File: config.mk
export PLATFORM = sky130hd
export DESIGN_NAME = softstart_fault_sequencer
export DESIGN_NICKNAME = d
export VERILOG_FILES = /design/src/softstart_fault_sequencer_pkg.sv /design/src/softstart_fault_sequencer.sv
export VERILOG_INCLUDE_DIRS = /design/src
export SDC_FILE = /design/constraint.sdc
export NUM_CORES = 1
export LEC_CHECK = 0
export BUFFER_PORTS_ARGS = -buffer_cell sky130_fd_sc_hd__buf_2
export CAP_MARGIN = 10
export CORE_UTILIZATION = 55
export CTS_CLUSTER_SIZE = 10
export DETAILED_ROUTE_END_ITERATION = 10
export PLACE_DENSITY = 0.84
export SYNTH_ARGS = -nofsm -noshare
export SYNTH_HDL_FRONTEND = slang
export SYNTH_SLANG_ARGS = --single-unit
File: constraint.sdc
create_clock -name i_clk -period 2.85 [get_ports i_clk]
set_input_delay 0.4275 -clock i_clk [delete_from_list [all_inputs] [get_ports i_clk]]
set_output_delay 0.4275 -clock i_clk [all_outputs]
set_load 0.01 [all_outputs]
File: src/softstart_fault_sequencer_cfg.svh
`ifndef SOFTSTART_FAULT_SEQUENCER_CFG_SVH
`define SOFTSTART_FAULT_SEQUENCER_CFG_SVH

// ==========================================================
// Register map (byte addresses)
`define REG_REF_TARGET      4'h0
`define REG_SW_DIVIDER      4'h4
`define REG_STATUS          4'h8
`define REG_REF_NOW         4'hC

// ==========================================================
// Reset values and field layout
`define REF_TARGET_RESET    16'h0600
`define REF_STEPS_PER_VOLT  1280
`define STATUS_STATE_LSB    0
`define STATUS_SUPPLY_OK    4
`define STATUS_OV           5
`define STATUS_UV           6
`define STATUS_DRIVE_EN     7
`define STATUS_SS_DONE      8

// ==========================================================
// Timing
`define CLK_FREQ_KHZ        20000
`define SW_FREQ_KHZ         450
`define SW_DIV_RESET        (`CLK_FREQ_KHZ / `SW_FREQ_KHZ)
`define SS_DELAY_CYCLES     64
`define OFFSET_RAMP_CYCLES  640
`define OC_WAIT_CYCLES      4096
`endif

File: src/softstart_fault_sequencer_pkg.sv
package softstart_fault_sequencer_pkg;

    typedef enum logic [2:0] {
        ST_SHUTDOWN,
        ST_DELAY,
        ST_RAMP,
        ST_RUN,
        ST_OC_WAIT,
        ST_OPEN_SHUT
    } seq_state_e;

    // Comparator and detect results from the analog side
    typedef struct packed {
        logic level_enable_in;
        logic bias_supply_ok;
        logic driver_supply_ok;
        logic feedback_above_ref;
        logic below_uv_trip;
        logic above_uv_release;
        logic above_ov_fixed_trip;
        logic below_ov_fixed_clear;
        logic above_ov_ref_trip;
        logic below_ov_ref_clear;
        logic open_sense;
        logic over_current;
    } cmp_s;

    // Analog control outputs
    typedef struct packed {
        logic [15:0] ref_level;
        logic [9:0]  sense_offset;
        logic        ov_trip_use_ref;
    } analog_ctl_s;

endpackage : softstart_fault_sequencer_pkg

File: src/softstart_fault_sequencer.sv
`include "softstart_fault_sequencer_cfg.svh"

module softstart_fault_sequencer
    import softstart_fault_sequencer_pkg::*;
#(
    parameter int unsigned SS_DELAY = `SS_DELAY_CYCLES,
    parameter int unsigned OC_WAIT  = `OC_WAIT_CYCLES
) (
    // Clock and reset
    input  wire logic        i_clk,
    input  wire logic        i_reset,
    // Analog comparator results (asynchronous)
    input  wire cmp_s        i_cmp,
    // Analog control
    output analog_ctl_s      o_analog,
    // Phase and gate control
    output logic             o_pwm_hiz,
    output logic             o_high_side_gate_en,
    output logic             o_low_side_gate_en,
    output logic             o_low_side_gate_force,
    // Status pins
    output logic             o_supply_ok_out_o,
    output logic             o_supply_ok_out_oe,
    output logic             o_overvoltage_flag_out,
    // AXI4-Lite write address
    input  wire logic        s_axi_awvalid,
    output logic             s_axi_awready,
    input  wire logic [3:0]  s_axi_awaddr,
    // AXI4-Lite write data
    input  wire logic        s_axi_wvalid,
    output logic             s_axi_wready,
    input  wire logic [31:0] s_axi_wdata,
    input  wire logic [3:0]  s_axi_wstrb,
    // AXI4-Lite write response
    output logic             s_axi_bvalid,
    input  wire logic        s_axi_bready,
    output logic [1:0]       s_axi_bresp,
    // AXI4-Lite read address
    input  wire logic        s_axi_arvalid,
    output logic             s_axi_arready,
    input  wire logic [3:0]  s_axi_araddr,
    // AXI4-Lite read data
    output logic             s_axi_rvalid,
    input  wire logic        s_axi_rready,
    output logic [31:0]      s_axi_rdata,
    output logic [1:0]       s_axi_rresp
);

    localparam logic [1:0] RESP_OKAY   = 2'b00;
    localparam logic [1:0] RESP_SLVERR = 2'b10;

    // ==========================================================
    // Input synchronisers
    cmp_s sync_a;
    cmp_s cmp;

    always_ff @(posedge i_clk) begin
        if (i_reset) begin
            sync_a <= '0;
            cmp    <= '0;
        end else begin
            sync_a <= i_cmp;
            cmp    <= sync_a;
        end
    end

    // ==========================================================
    // Registers
    logic [15:0] ref_target;
    logic [15:0] sw_divider;

    // ==========================================================
    // Switching-cycle tick
    logic [15:0] div_count;
    logic        sw_tick;

    assign sw_tick = (div_count == 16'h0000);

    always_ff @(posedge i_clk) begin
        if (i_reset || sw_tick) begin
            div_count <= (sw_divider == 16'h0000) ? 16'h0000 : sw_divider - 16'h0001;
        end else begin
            div_count <= div_count - 16'h0001;
        end
    end

    // ==========================================================
    // Sequencer
    seq_state_e  state;
    seq_state_e  next_state;
    logic [12:0] cycle_count;
    logic [15:0] ref_level;
    logic [9:0]  sense_offset;
    logic        drive_en;
    logic        ss_done;
    logic        ov_active;
    logic        uv_active;

    wire  powered     = cmp.level_enable_in && cmp.bias_supply_ok && cmp.driver_supply_ok;
    wire  ramp_done   = (ref_level >= ref_target);
    wire  delay_done  = (cycle_count >= 13'(SS_DELAY - 1));
    wire  oc_done     = (cycle_count >= 13'(OC_WAIT - 1));
    wire  oc_trip     = cmp.over_current && (state == ST_RAMP || state == ST_RUN);
    wire  ov_trip     = ss_done ? cmp.above_ov_ref_trip : cmp.above_ov_fixed_trip;
    wire  ov_clear    = ss_done ? cmp.below_ov_ref_clear : cmp.below_ov_fixed_clear;
    wire  regulating  = (state == ST_RAMP || state == ST_RUN);

    always_comb begin
        next_state = state;
        case (state)
            ST_SHUTDOWN: begin
                next_state = ST_DELAY;
            end
            ST_DELAY: begin
                if (sw_tick && delay_done) begin
                    next_state = ST_RAMP;
                end
            end
            ST_RAMP: begin
                if (sw_tick && ramp_done) begin
                    next_state = ST_RUN;
                end
            end
            ST_RUN: begin
                next_state = ST_RUN;
            end
            ST_OC_WAIT: begin
                if (sw_tick && oc_done) begin
                    next_state = ST_DELAY;
                end
            end
            ST_OPEN_SHUT: begin
                if (!cmp.open_sense) begin
                    next_state = ST_DELAY;
                end
            end
            default: begin
                next_state = ST_SHUTDOWN;
            end
        endcase
        if (oc_trip) begin
            next_state = ST_OC_WAIT;
        end
        if (cmp.open_sense && state != ST_SHUTDOWN) begin
            next_state = ST_OPEN_SHUT;
        end
        if (!powered) begin
            next_state = ST_SHUTDOWN;
        end
    end

    wire entering = (next_state != state);

    always_ff @(posedge i_clk) begin
        if (i_reset) begin
            state <= ST_SHUTDOWN;
        end else begin
            state <= next_state;
        end
    end

    // Cycle counter restarts on every state change; shared by delay and wait
    always_ff @(posedge i_clk) begin
        if (i_reset || entering) begin
            cycle_count <= 13'h0000;
        end else if (sw_tick && (state == ST_DELAY || state == ST_OC_WAIT)) begin
            cycle_count <= cycle_count + 13'h0001;
        end
    end

    // Reference ramp and sense offset, one step per switching period
    always_ff @(posedge i_clk) begin
        if (i_reset || state == ST_SHUTDOWN || state == ST_OC_WAIT || state == ST_OPEN_SHUT) begin
            ref_level    <= 16'h0000;
            sense_offset <= 10'(`OFFSET_RAMP_CYCLES);
        end else if (state == ST_DELAY) begin
            ref_level    <= 16'h0000;
            sense_offset <= 10'(`OFFSET_RAMP_CYCLES);
        end else if (state == ST_RAMP && sw_tick) begin
            if (!ramp_done) begin
                ref_level <= ref_level + 16'h0001;
            end
            if (sense_offset != 10'h000) begin
                sense_offset <= sense_offset - 10'h001;
            end
        end else if (state == ST_RUN) begin
            ref_level    <= ref_target;
            sense_offset <= 10'h000;
        end
    end

    // Drives stay off until the ramp overtakes a pre-charged output or the ramp completes
    always_ff @(posedge i_clk) begin
        if (i_reset || !regulating) begin
            drive_en <= 1'b0;
        end else if (state == ST_RAMP && !cmp.feedback_above_ref) begin
            drive_en <= 1'b1;
        end else if (state == ST_RAMP && sw_tick && ramp_done) begin
            drive_en <= 1'b1;
        end
    end

    always_ff @(posedge i_clk) begin
        if (i_reset || !regulating) begin
            ss_done <= 1'b0;
        end else if (state == ST_RUN) begin
            ss_done <= 1'b1;
        end
    end

    // Overvoltage: held until the output drops below the clear level
    always_ff @(posedge i_clk) begin
        if (i_reset || !powered) begin
            ov_active <= 1'b0;
        end else if (ov_trip) begin
            ov_active <= 1'b1;
        end else if (ov_clear) begin
            ov_active <= 1'b0;
        end
    end

    // Undervoltage only affects supply-ok; hysteresis between the two levels
    always_ff @(posedge i_clk) begin
        if (i_reset || state != ST_RUN) begin
            uv_active <= 1'b0;
        end else if (cmp.below_uv_trip) begin
            uv_active <= 1'b1;
        end else if (cmp.above_uv_release) begin
            uv_active <= 1'b0;
        end
    end

    // ==========================================================
    // Outputs
    logic supply_ok_out;
    logic pwm_hiz;
    logic hs_en;
    logic ls_en;
    logic ls_force;
    logic ov_flag;

    always_ff @(posedge i_clk) begin
        if (i_reset) begin
            supply_ok_out    <= 1'b0;
            pwm_hiz  <= 1'b1;
            hs_en    <= 1'b0;
            ls_en    <= 1'b0;
            ls_force <= 1'b0;
            ov_flag  <= 1'b0;
        end else begin
            supply_ok_out    <= (state == ST_RUN) && !uv_active && !ov_active;
            pwm_hiz  <= !drive_en && !ov_active;
            hs_en    <= drive_en && !ov_active;
            ls_en    <= drive_en || ov_active;
            ls_force <= ov_active;
            ov_flag  <= ov_active;
        end
    end

    assign o_supply_ok_out_o      = 1'b0;
    assign o_supply_ok_out_oe     = !supply_ok_out;
    assign o_pwm_hiz              = pwm_hiz;
    assign o_high_side_gate_en    = hs_en;
    assign o_low_side_gate_en     = ls_en;
    assign o_low_side_gate_force  = ls_force;
    assign o_overvoltage_flag_out = ov_flag;

    always_ff @(posedge i_clk) begin
        if (i_reset) begin
            o_analog <= '0;
        end else begin
            o_analog.ref_level       <= ref_level;
            o_analog.sense_offset    <= sense_offset;
            o_analog.ov_trip_use_ref <= ss_done;
        end
    end

    // ==========================================================
    // AXI4-Lite slave
    logic        aw_held;
    logic [3:0]  aw_addr;
    logic        w_held;
    logic [31:0] w_data;
    logic [3:0]  w_strb;

    assign s_axi_awready = !aw_held && !s_axi_bvalid;
    assign s_axi_wready  = !w_held && !s_axi_bvalid;
    assign s_axi_arready = !s_axi_rvalid;

    wire do_write = aw_held && w_held && !s_axi_bvalid;
    wire wr_ref   = do_write && (aw_addr == `REG_REF_TARGET);
    wire wr_div   = do_write && (aw_addr == `REG_SW_DIVIDER);
    wire wr_ok    = wr_ref || wr_div;

    wire [31:0] status_word = {23'h00_0000, ss_done, drive_en, uv_active, ov_active, supply_ok_out,
                               1'b0, 3'(state)};
    wire        rd_hit = (s_axi_araddr == `REG_REF_TARGET) || (s_axi_araddr == `REG_SW_DIVIDER)
                      || (s_axi_araddr == `REG_STATUS) || (s_axi_araddr == `REG_REF_NOW);
    wire [31:0] rd_word = (s_axi_araddr == `REG_REF_TARGET) ? {16'h0000, ref_target} :
                          (s_axi_araddr == `REG_SW_DIVIDER) ? {16'h0000, sw_divider} :
                          (s_axi_araddr == `REG_STATUS)     ? status_word :
                          (s_axi_araddr == `REG_REF_NOW)    ? {16'h0000, ref_level} : 32'h0000_0000;

    always_ff @(posedge i_clk) begin
        if (i_reset) begin
            aw_held <= 1'b0;
            aw_addr <= 4'h0;
        end else if (s_axi_awvalid && s_axi_awready) begin
            aw_held <= 1'b1;
            aw_addr <= s_axi_awaddr;
        end else if (do_write) begin
            aw_held <= 1'b0;
        end
    end

    always_ff @(posedge i_clk) begin
        if (i_reset) begin
            w_held <= 1'b0;
            w_data <= 32'h0000_0000;
            w_strb <= 4'h0;
        end else if (s_axi_wvalid && s_axi_wready) begin
            w_held <= 1'b1;
            w_data <= s_axi_wdata;
            w_strb <= s_axi_wstrb;
        end else if (do_write) begin
            w_held <= 1'b0;
        end
    end

    // Target changes take effect at once, even mid-ramp; a new divider loads at the next tick
    always_ff @(posedge i_clk) begin
        if (i_reset) begin
            ref_target <= `REF_TARGET_RESET;
            sw_divider <= 16'(`SW_DIV_RESET);
        end else begin
            if (wr_ref && w_strb[0]) ref_target[7:0]  <= w_data[7:0];
            if (wr_ref && w_strb[1]) ref_target[15:8] <= w_data[15:8];
            if (wr_div && w_strb[0]) sw_divider[7:0]  <= w_data[7:0];
            if (wr_div && w_strb[1]) sw_divider[15:8] <= w_data[15:8];
        end
    end

    always_ff @(posedge i_clk) begin
        if (i_reset) begin
            s_axi_bvalid <= 1'b0;
            s_axi_bresp  <= RESP_OKAY;
        end else if (do_write) begin
            s_axi_bvalid <= 1'b1;
            s_axi_bresp  <= wr_ok ? RESP_OKAY : RESP_SLVERR;
        end else if (s_axi_bready) begin
            s_axi_bvalid <= 1'b0;
        end
    end

    always_ff @(posedge i_clk) begin
        if (i_reset) begin
            s_axi_rvalid <= 1'b0;
            s_axi_rdata  <= 32'h0000_0000;
            s_axi_rresp  <= RESP_OKAY;
        end else if (s_axi_arvalid && s_axi_arready) begin
            s_axi_rvalid <= 1'b1;
            s_axi_rdata  <= rd_word;
            s_axi_rresp  <= rd_hit ? RESP_OKAY : RESP_SLVERR;
        end else if (s_axi_rready) begin
            s_axi_rvalid <= 1'b0;
        end
    end

endmodule : softstart_fault_sequencer

==> reports/results.tsv, run 1 <==
stage	metric	value	unit
cells_and_area	Antenna diodes	0	
timing	Final WS setup	0.1042	ns
floorplanning	Die Area	16430	µm²
synthesis	Cell variety after synth	66	
synthesis	count leader, synth	dfxtp_1	
routing	WL/cell	15.79	µm
synthesis	largest family of logic cells by synthesized area	simple AND/OR/NAND/NOR gates	
synthesis	ranking of synthesized cells by area	dfxtp_1 44%, nand2_1 4.5%, nor2_1 4.0%	
synthesis	post-synthesis adder-cell area fraction	3.001	%
floorplanning	starting density of the core	56.96	%
grt	global-route wire length before repair	33.90	mm
critical_path	r2r setup slk	0.10	ns
routing	routed vias/inst	5.746	
synthesis	Seq/Total Area, Yosys	44.36	%
floorplanning	core area	15370	µm²
routing	DRC	0	
cells_and_area	fin util	66.29	%
critical_path	Crit Path Max Fanout	13	
place	dpl ws	0.01361	ns
synthesis	Yosys Warn Count	0	
timing	fin crit period	2.746	ns
synthesis	most frequent cells after synthesis	194 x dfxtp_1, 104 x nand2_1, 94 x nor2_1, 65 x a21oi_1, 56 x nor2b_1	
clock_network	Num CTS Buffers	17	
routing	DRT iter0 DRCs	532	
pwr	VDD IR-drop max	0.4623	mV
critical_path	CP Capture Type	flip-flop	
timing	period utilization	96.34	%
floorplanning	Die Width	128.2	µm
cells_and_area	Synth-to-Final Area Change	16.39	%
cells_and_area	share of layout cells above drive strength 1	17.39	%
pwr	Cell Pwr Density	546.6	nW/µm²
place	GP Congestion	0.9457	
synthesis	Syn Std Cell Area	8755	µm²
routing	drt pass-1 iters	5	
floorplanning	floorplan row count	45	
critical_path	Worst EP required	3.20	ns
clock_network	Hold Buf Count CTS	0	
timing	Max Fclk	364.2	MHz
clock_network	later-pin clock latency in the skew report	0.44	ns
place	PortBufs	100	
synthesis	Gate Count Post-Synth	1007	
floorplanning	Die H	128.2	µm
synthesis	mux contribution to synthesized area	3.973	%
timing	Worst slew margin	11.28	%
critical_path	kind of critical path	flip-flop to flip-flop	
synthesis	FFs w/ async S/R, synth	0	%
routing	via count	7688	
synthesis	Most used DFF post-synth	dfxtp_1	
synthesis	Post-synth EDFFs	0	
synthesis	Synth Area in XOR/XNOR	4.402	%
synthesis	dominant cell type by area after synthesis	dfxtp_1	
critical_path	WP data arrival	3.09	ns
grt	antenna violations before repair	0	
timing	worst-margin pin slew	1.319	ns
timing	Pins Over Slew Limit	0	
clock_network	CTS Root Cell	clkbuf_16	
grt	pin count of the biggest net entering global routing	104	
floorplanning	io pins	138	
synthesis	simple-gate share of the synthesized area	23.11	%
min_path	min-delay worst type	input port to flip-flop	
grt	grt ovf	0	
grt	Total GRT Usage	26.10	%
synthesis	Syn Area/Cell	8.694	µm²
critical_path	CP Launch Type	flip-flop	
synthesis	flops & latches, synth	194	
routing	final WL	21.12	mm
timing	clk_skew	0.009483	ns
run	max cap viols	0	
timing	TNS Setup	0	ns
cells_and_area	layout filler cell count	1220	
pwr	Leak	4.117	nW
timing	final hold vios	0	
synthesis	area share of the leading cell type in the synthesized netlist	44.36	%
grt	vias in the first global route	6937	
routing	antenna-violating nets left	0	
outcome	run status	complete, no violations	
clock_network	CTS tree	done	
cells_and_area	Final #Nets	1198	
synthesis	Compound-Gate Fraction of Synth Area	15.44	%
cells_and_area	final design area excluding fillers	10190	µm²
clock_network	H-tree levels	4	
clock_network	clk buf depth	2	
clock_network	CTS Sinks	194	
clock_network	CTS clk-pin slew, worst paths	0.08	ns
place	placed cell area	9563	µm²
pwr	Tot Pwr	5.570	mW
place	detailed placement HPWL	14.88	mm
timing	Setup Viol. Count Final	0	
[worst paths after layout]
| path | from | to | cells past startpoint |
|---|---|---|---|
| worst max register to register | ref_level[0]$_SDFFE_PP0P_ | cycle_count[0]$_SDFFE_PP0P_ | 9 |
| worst min-delay path | s_axi_rready | s_axi_rvalid$_SDFFE_PP0P_ | 2 |
| worst max-delay path | ref_level[0]$_SDFFE_PP0P_ | cycle_count[0]$_SDFFE_PP0P_ | 9 |
| worst min register to register | sync_a[11]$_SDFF_PP0_ | cmp[11]$_SDFF_PP0_ | 1 |
[layout by cell type (no fill, tap or decap), types with 8 or more instances in the layout]
cell	instances
nand3_1	36
dfxtp_1	191
or4_1	8
nor2b_1	56
o22ai_1	14
nor4_1	16
clkbuf_16	17
and2_1	8
buf_2	99
xor2_1	17
xnor2_1	27
nand2_1	104
ha_1	21
buf_4	44
a221oi_1	9
a22oi_1	9
nor2_1	94
a21oi_1	65
inv_1	36
mux2i_1	28
nor3_1	31
a22o_1	8
o21ai_0	18
conb_1	19
a31oi_1	8
a211oi_1	19
[kinds of logic after synthesis]
family	count (synthesis)
AND/OR/NAND/NOR	401
buffers and inverters	111
AO/OA/AOI/OAI	201
multiplexers	34
XOR/XNOR	44
adder cells (fa/ha/maj)	21
flip-flops	194
other	1
[routing by layer]
| layer | vias up | GRT usage [%] | wire length (µm) |
|---|---|---|---|
| met2 | 341 | 41.37 | 9771 |
| li1 | 3729 | - | - |
| met5 | - | 0 | 0 |
| met1 | 3568 | 34.82 | 9223 |
| met3 | 50 | 4.758 | 1555 |
| met4 | 0 | 11.28 | 571 |
[what timing repair did]
action                                  4_1_cts  5_1_grt
endpoints found under the setup margin        1       13
buffers inserted                              1        1
gates resized for setup                       0        6
pin swaps                                     0        2
[state kept, by name, summed over array words and instances, names as in the netlist, 3 cells and up]
name and flops:
o_analog 27, div_count 16, ref_level 16, ref_target 16, s_axi_rdata 16, sw_divider 16, w_data 16, cycle_count 13
cmp 12, sync_a 12, sense_offset 10, aw_addr 4, state 3
[through the flow]
stage / std cells / hold WS (ns)
after detailed placement: 1304 / 0.4239
after CTS: 1337 / 0.1488
after global placement: 1304 / 0.4188
after floorplan: 1025 / 0.4138
final: 1338 / 0.1588
after global routing: 1338 / 0.1593
[cell type report]
class                           count  area, µm²  share of cell area [%]
Multi-Input combinational cell    720       4448                   43.65
Sequential cell                   194       3887                   38.15
Timing Repair Buffer              145      857.1                   8.411
Clock buffer                       17      425.4                   4.175
Tap cell                          211      264.0                   2.591
Clock inverter                     15      172.7                   1.694
Inverter                           36      135.1                   1.326
[worst max-delay path: stages (launching register included)]
cell and delay [ns]:
dfxtp_1 0.45, inv_1 0.12, ha_1 0.27, nand2b_1 0.14, a2111oi_1 0.42, o32a_1 0.33, a211oi_2 0.12, or3_1 0.37
buf_12 0.17, a211oi_1 0.25
[power breakdown]
part           internal [mW]  total [mW]  leakage [nW]  switching (mW)
logic                  0.125       0.320          2.25           0.195
registers               2.78        2.83          1.58          0.0533
clock network           1.32        2.42         0.288            1.10
Power figures use the tool's default switching activity.
==> run 2: changes to the inputs <==
==> constraint.sdc (replaced) <==
create_clock -name i_clk -period 2.8 [get_ports i_clk]
set_input_delay 0.42 -clock i_clk [delete_from_list [all_inputs] [get_ports i_clk]]
set_output_delay 0.42 -clock i_clk [all_outputs]
set_load 0.01 [all_outputs]
==> run 2 against run 1 <==
  * Utilization rose by 0.33 points
  * Die area unchanged
  * Register-to-register slack about the same
  * Critical path depth up 1
==> reports/results.tsv, run 2 (same netlist as run 1, synthesis figures left out) <==
stage	metric	value	unit	change
min_path	HP Start	s_axi_rready		
clock_network	Hold Buf Count CTS	0		unchanged
floorplanning	floorplan row count	45		unchanged
clock_network	clk buf depth	2		unchanged
clock_network	CTS clk-pin slew, worst paths	0.07	ns	about the same
floorplanning	Die Width	128.2	µm	unchanged
cells_and_area	most frequent cells in the layout	192 x dfxtp_1, 104 x nand2_1, 99 x buf_2		
place	placed cell area	9628	µm²	+0.68%
grt	global-route wire length before repair	34.38	mm	+1.4%
place	PortBufs	100		unchanged
critical_path	R2R depth	10		+1
place	GP Congestion	0.9088		-3.9%
min_path	Worst Hold Path EP	s_axi_rvalid$_SDFFE_PP0P_		
floorplanning	io pins	138		unchanged
min_path	min-delay worst type	input port to flip-flop		
critical_path	reg2reg end	ref_level[12]$_SDFFE_PP0P_		
cells_and_area	Top reg by flops	o_analog		
grt	pin count of the biggest net entering global routing	83		-20%
cells_and_area	final design area excluding fillers	10240	µm²	+0.50%
critical_path	WP data arrival	3.01	ns	-0.08 ns
routing	DRC	0		unchanged
timing	Worst slew margin	18.42	%	+7.1 points
cells_and_area	max reg flops	27		unchanged
clock_network	Num CTS Buffers	17		unchanged
pwr	Cell Pwr Density	543.2	nW/µm²	-0.62%
floorplanning	Die H	128.2	µm	unchanged
critical_path	Worst EP required	3.12	ns	-0.08 ns
routing	WL/cell	15.67	µm	-0.71%
clock_network	CTS tree	done		
floorplanning	starting density of the core	56.96	%	unchanged
pwr	Leak	4.156	nW	+0.95%
critical_path	Crit Path Max Fanout	14		+1
routing	routed vias/inst	5.705		-0.72%
timing	RSZ-0062 raised after global routing	yes		
cells_and_area	share of layout cells above drive strength 1	17.87	%	+0.48 points
timing	worst-margin pin slew	1.213	ns	-0.1062 ns
cells_and_area	register area	3886	µm²	about the same
place	dpl ws	-0.03244	ns	-0.04606 ns
critical_path	Reg-to-Reg Start	ref_target[13]$_SDFFE_PP0P_		
cells_and_area	multi-input logic area	4452	µm²	about the same
grt	vias in the first global route	7002		+0.94%
grt	Total GRT Usage	26.44	%	+0.35 points
critical_path	kind of critical path	flip-flop to flip-flop		
grt	grt ovf	0		unchanged
routing	final WL	21.11	mm	about the same
timing	Final WS setup	0.1136	ns	+0.009344 ns
cells_and_area	commonest non-fill, non-tap cell in the layout	dfxtp_1		
clock_network	CTS Root Cell	clkbuf_16		
floorplanning	Die Area	16430	µm²	unchanged
cells_and_area	Antenna diodes	0		unchanged
pwr	VDD IR-drop max	0.4410	mV	-4.6%
cells_and_area	layout filler cell count	1253		+2.7%
routing	DRT iter0 DRCs	550		+3.4%
grt	antenna violations before repair	0		unchanged
cells_and_area	Final #Nets	1207		+0.75%
critical_path	CP Launch Type	flip-flop		
timing	period utilization	95.94	%	-0.40 points
clock_network	H-tree levels	4		unchanged
floorplanning	core area	15370	µm²	unchanged
timing	Pins Over Slew Limit	0		unchanged
timing	final hold vios	0		unchanged
clock_network	later-pin clock latency in the skew report	0.44	ns	about the same
place	detailed placement HPWL	15.02	mm	+0.96%
timing	Setup Viol. Count Final	0		unchanged
timing	Fin Hold WS	0.1603	ns	+0.001441 ns
outcome	run status	complete, no violations		
timing	TNS Setup	0	ns	unchanged
timing	fin crit period	2.686	ns	-0.05934 ns
cells_and_area	fin util	66.63	%	+0.33 points
cells_and_area	Synth-to-Final Area Change	16.98	%	
timing	clk_skew	0.01406	ns	+0.004576 ns
timing	Max Fclk	372.2	MHz	+2.2%
min_path	Hold Path Stages	2		unchanged
critical_path	CP Capture Type	flip-flop		
critical_path	r2r setup slk	0.11	ns	about the same
clock_network	CTS Sinks	194		unchanged
routing	drt pass-1 iters	5		unchanged
routing	via count	7684		-0.052%
run	max cap viols	0		unchanged
routing	antenna-violating nets left	0		unchanged
## run 2: timing repair
item | CTS | global route
setup endpoints to repair | 13 | 22
pin swaps | 0 | 1
gates resized for setup | 0 | 6
buffers inserted | 1 | 3
## run 2: worst max path at each step
stage / startpoint / endpoint / slack, ns
after floorplan: ref_target[15]$_SDFFE_PP0P_ / ref_level[3]$_SDFFE_PP0P_ / 0.24
after global placement: div_count[1]$_DFF_P_ / cycle_count[2]$_SDFFE_PP0P_ / 0.12
after detailed placement: div_count[1]$_DFF_P_ / cycle_count[7]$_SDFFE_PP0P_ / -0.03
after CTS: ref_target[14]$_SDFFE_PP0P_ / ref_level[12]$_SDFFE_PP0P_ / 0.1
after global routing: ref_target[10]$_SDFFE_PP1P_ / ref_level[2]$_SDFFE_PP0P_ / -0.04
final: ref_target[13]$_SDFFE_PP0P_ / ref_level[12]$_SDFFE_PP0P_ / 0.11
## run 2: cell type report
cell class	instances	share of cell area, %
clock inverter	12	1.136
inverter	36	1.319
tap	211	2.578
clock buffer	20	4.362
sequential	194	37.95
timing repair buffer	154	9.188
multi-input combinational	720	43.47
## run 2: layer usage
| metal | global-route usage, % | vias to the layer above | routed length (µm) | share of wire (%) |
|---|---|---|---|---|
| met5 | 0 | - | 0 | 0 |
| met4 | 11.42 | 0 | 556 | 2.6 |
| met3 | 5.968 | 45 | 1419 | 6.7 |
| met2 | 41.75 | 309 | 9729 | 46 |
| met1 | 34.73 | 3588 | 9407 | 45 |
| li1 | - | 3742 | - | - |
## run 2: per-stage QoR
step           cells  power, mW
2_1_floorplan   1025      3.164
3_3_place_gp    1311      3.251
3_5_place_dp    1311      3.260
4_1_cts         1344      5.581
5_1_grt         1347      5.732
6_report        1347      5.563
## run 2: critical path: stages (launching register included)
cell,delay [ns]
dfxtp_1,0.34
inv_1,0.05
ha_1,0.29
nand4_1,0.14
or4_1,0.53
o32a_1,0.36
buf_4,0.16
a31oi_2,0.22
buf_6,0.19
nor2_1,0.06
o221a_1,0.21
## run 2: where the power goes
group          total (mW)  internal, mW  switching [mW]  leakage (nW)
Sequential           2.88          2.83          0.0525          1.58
Clock                2.36          1.27            1.09         0.278
Combinational       0.327         0.129           0.197          2.30
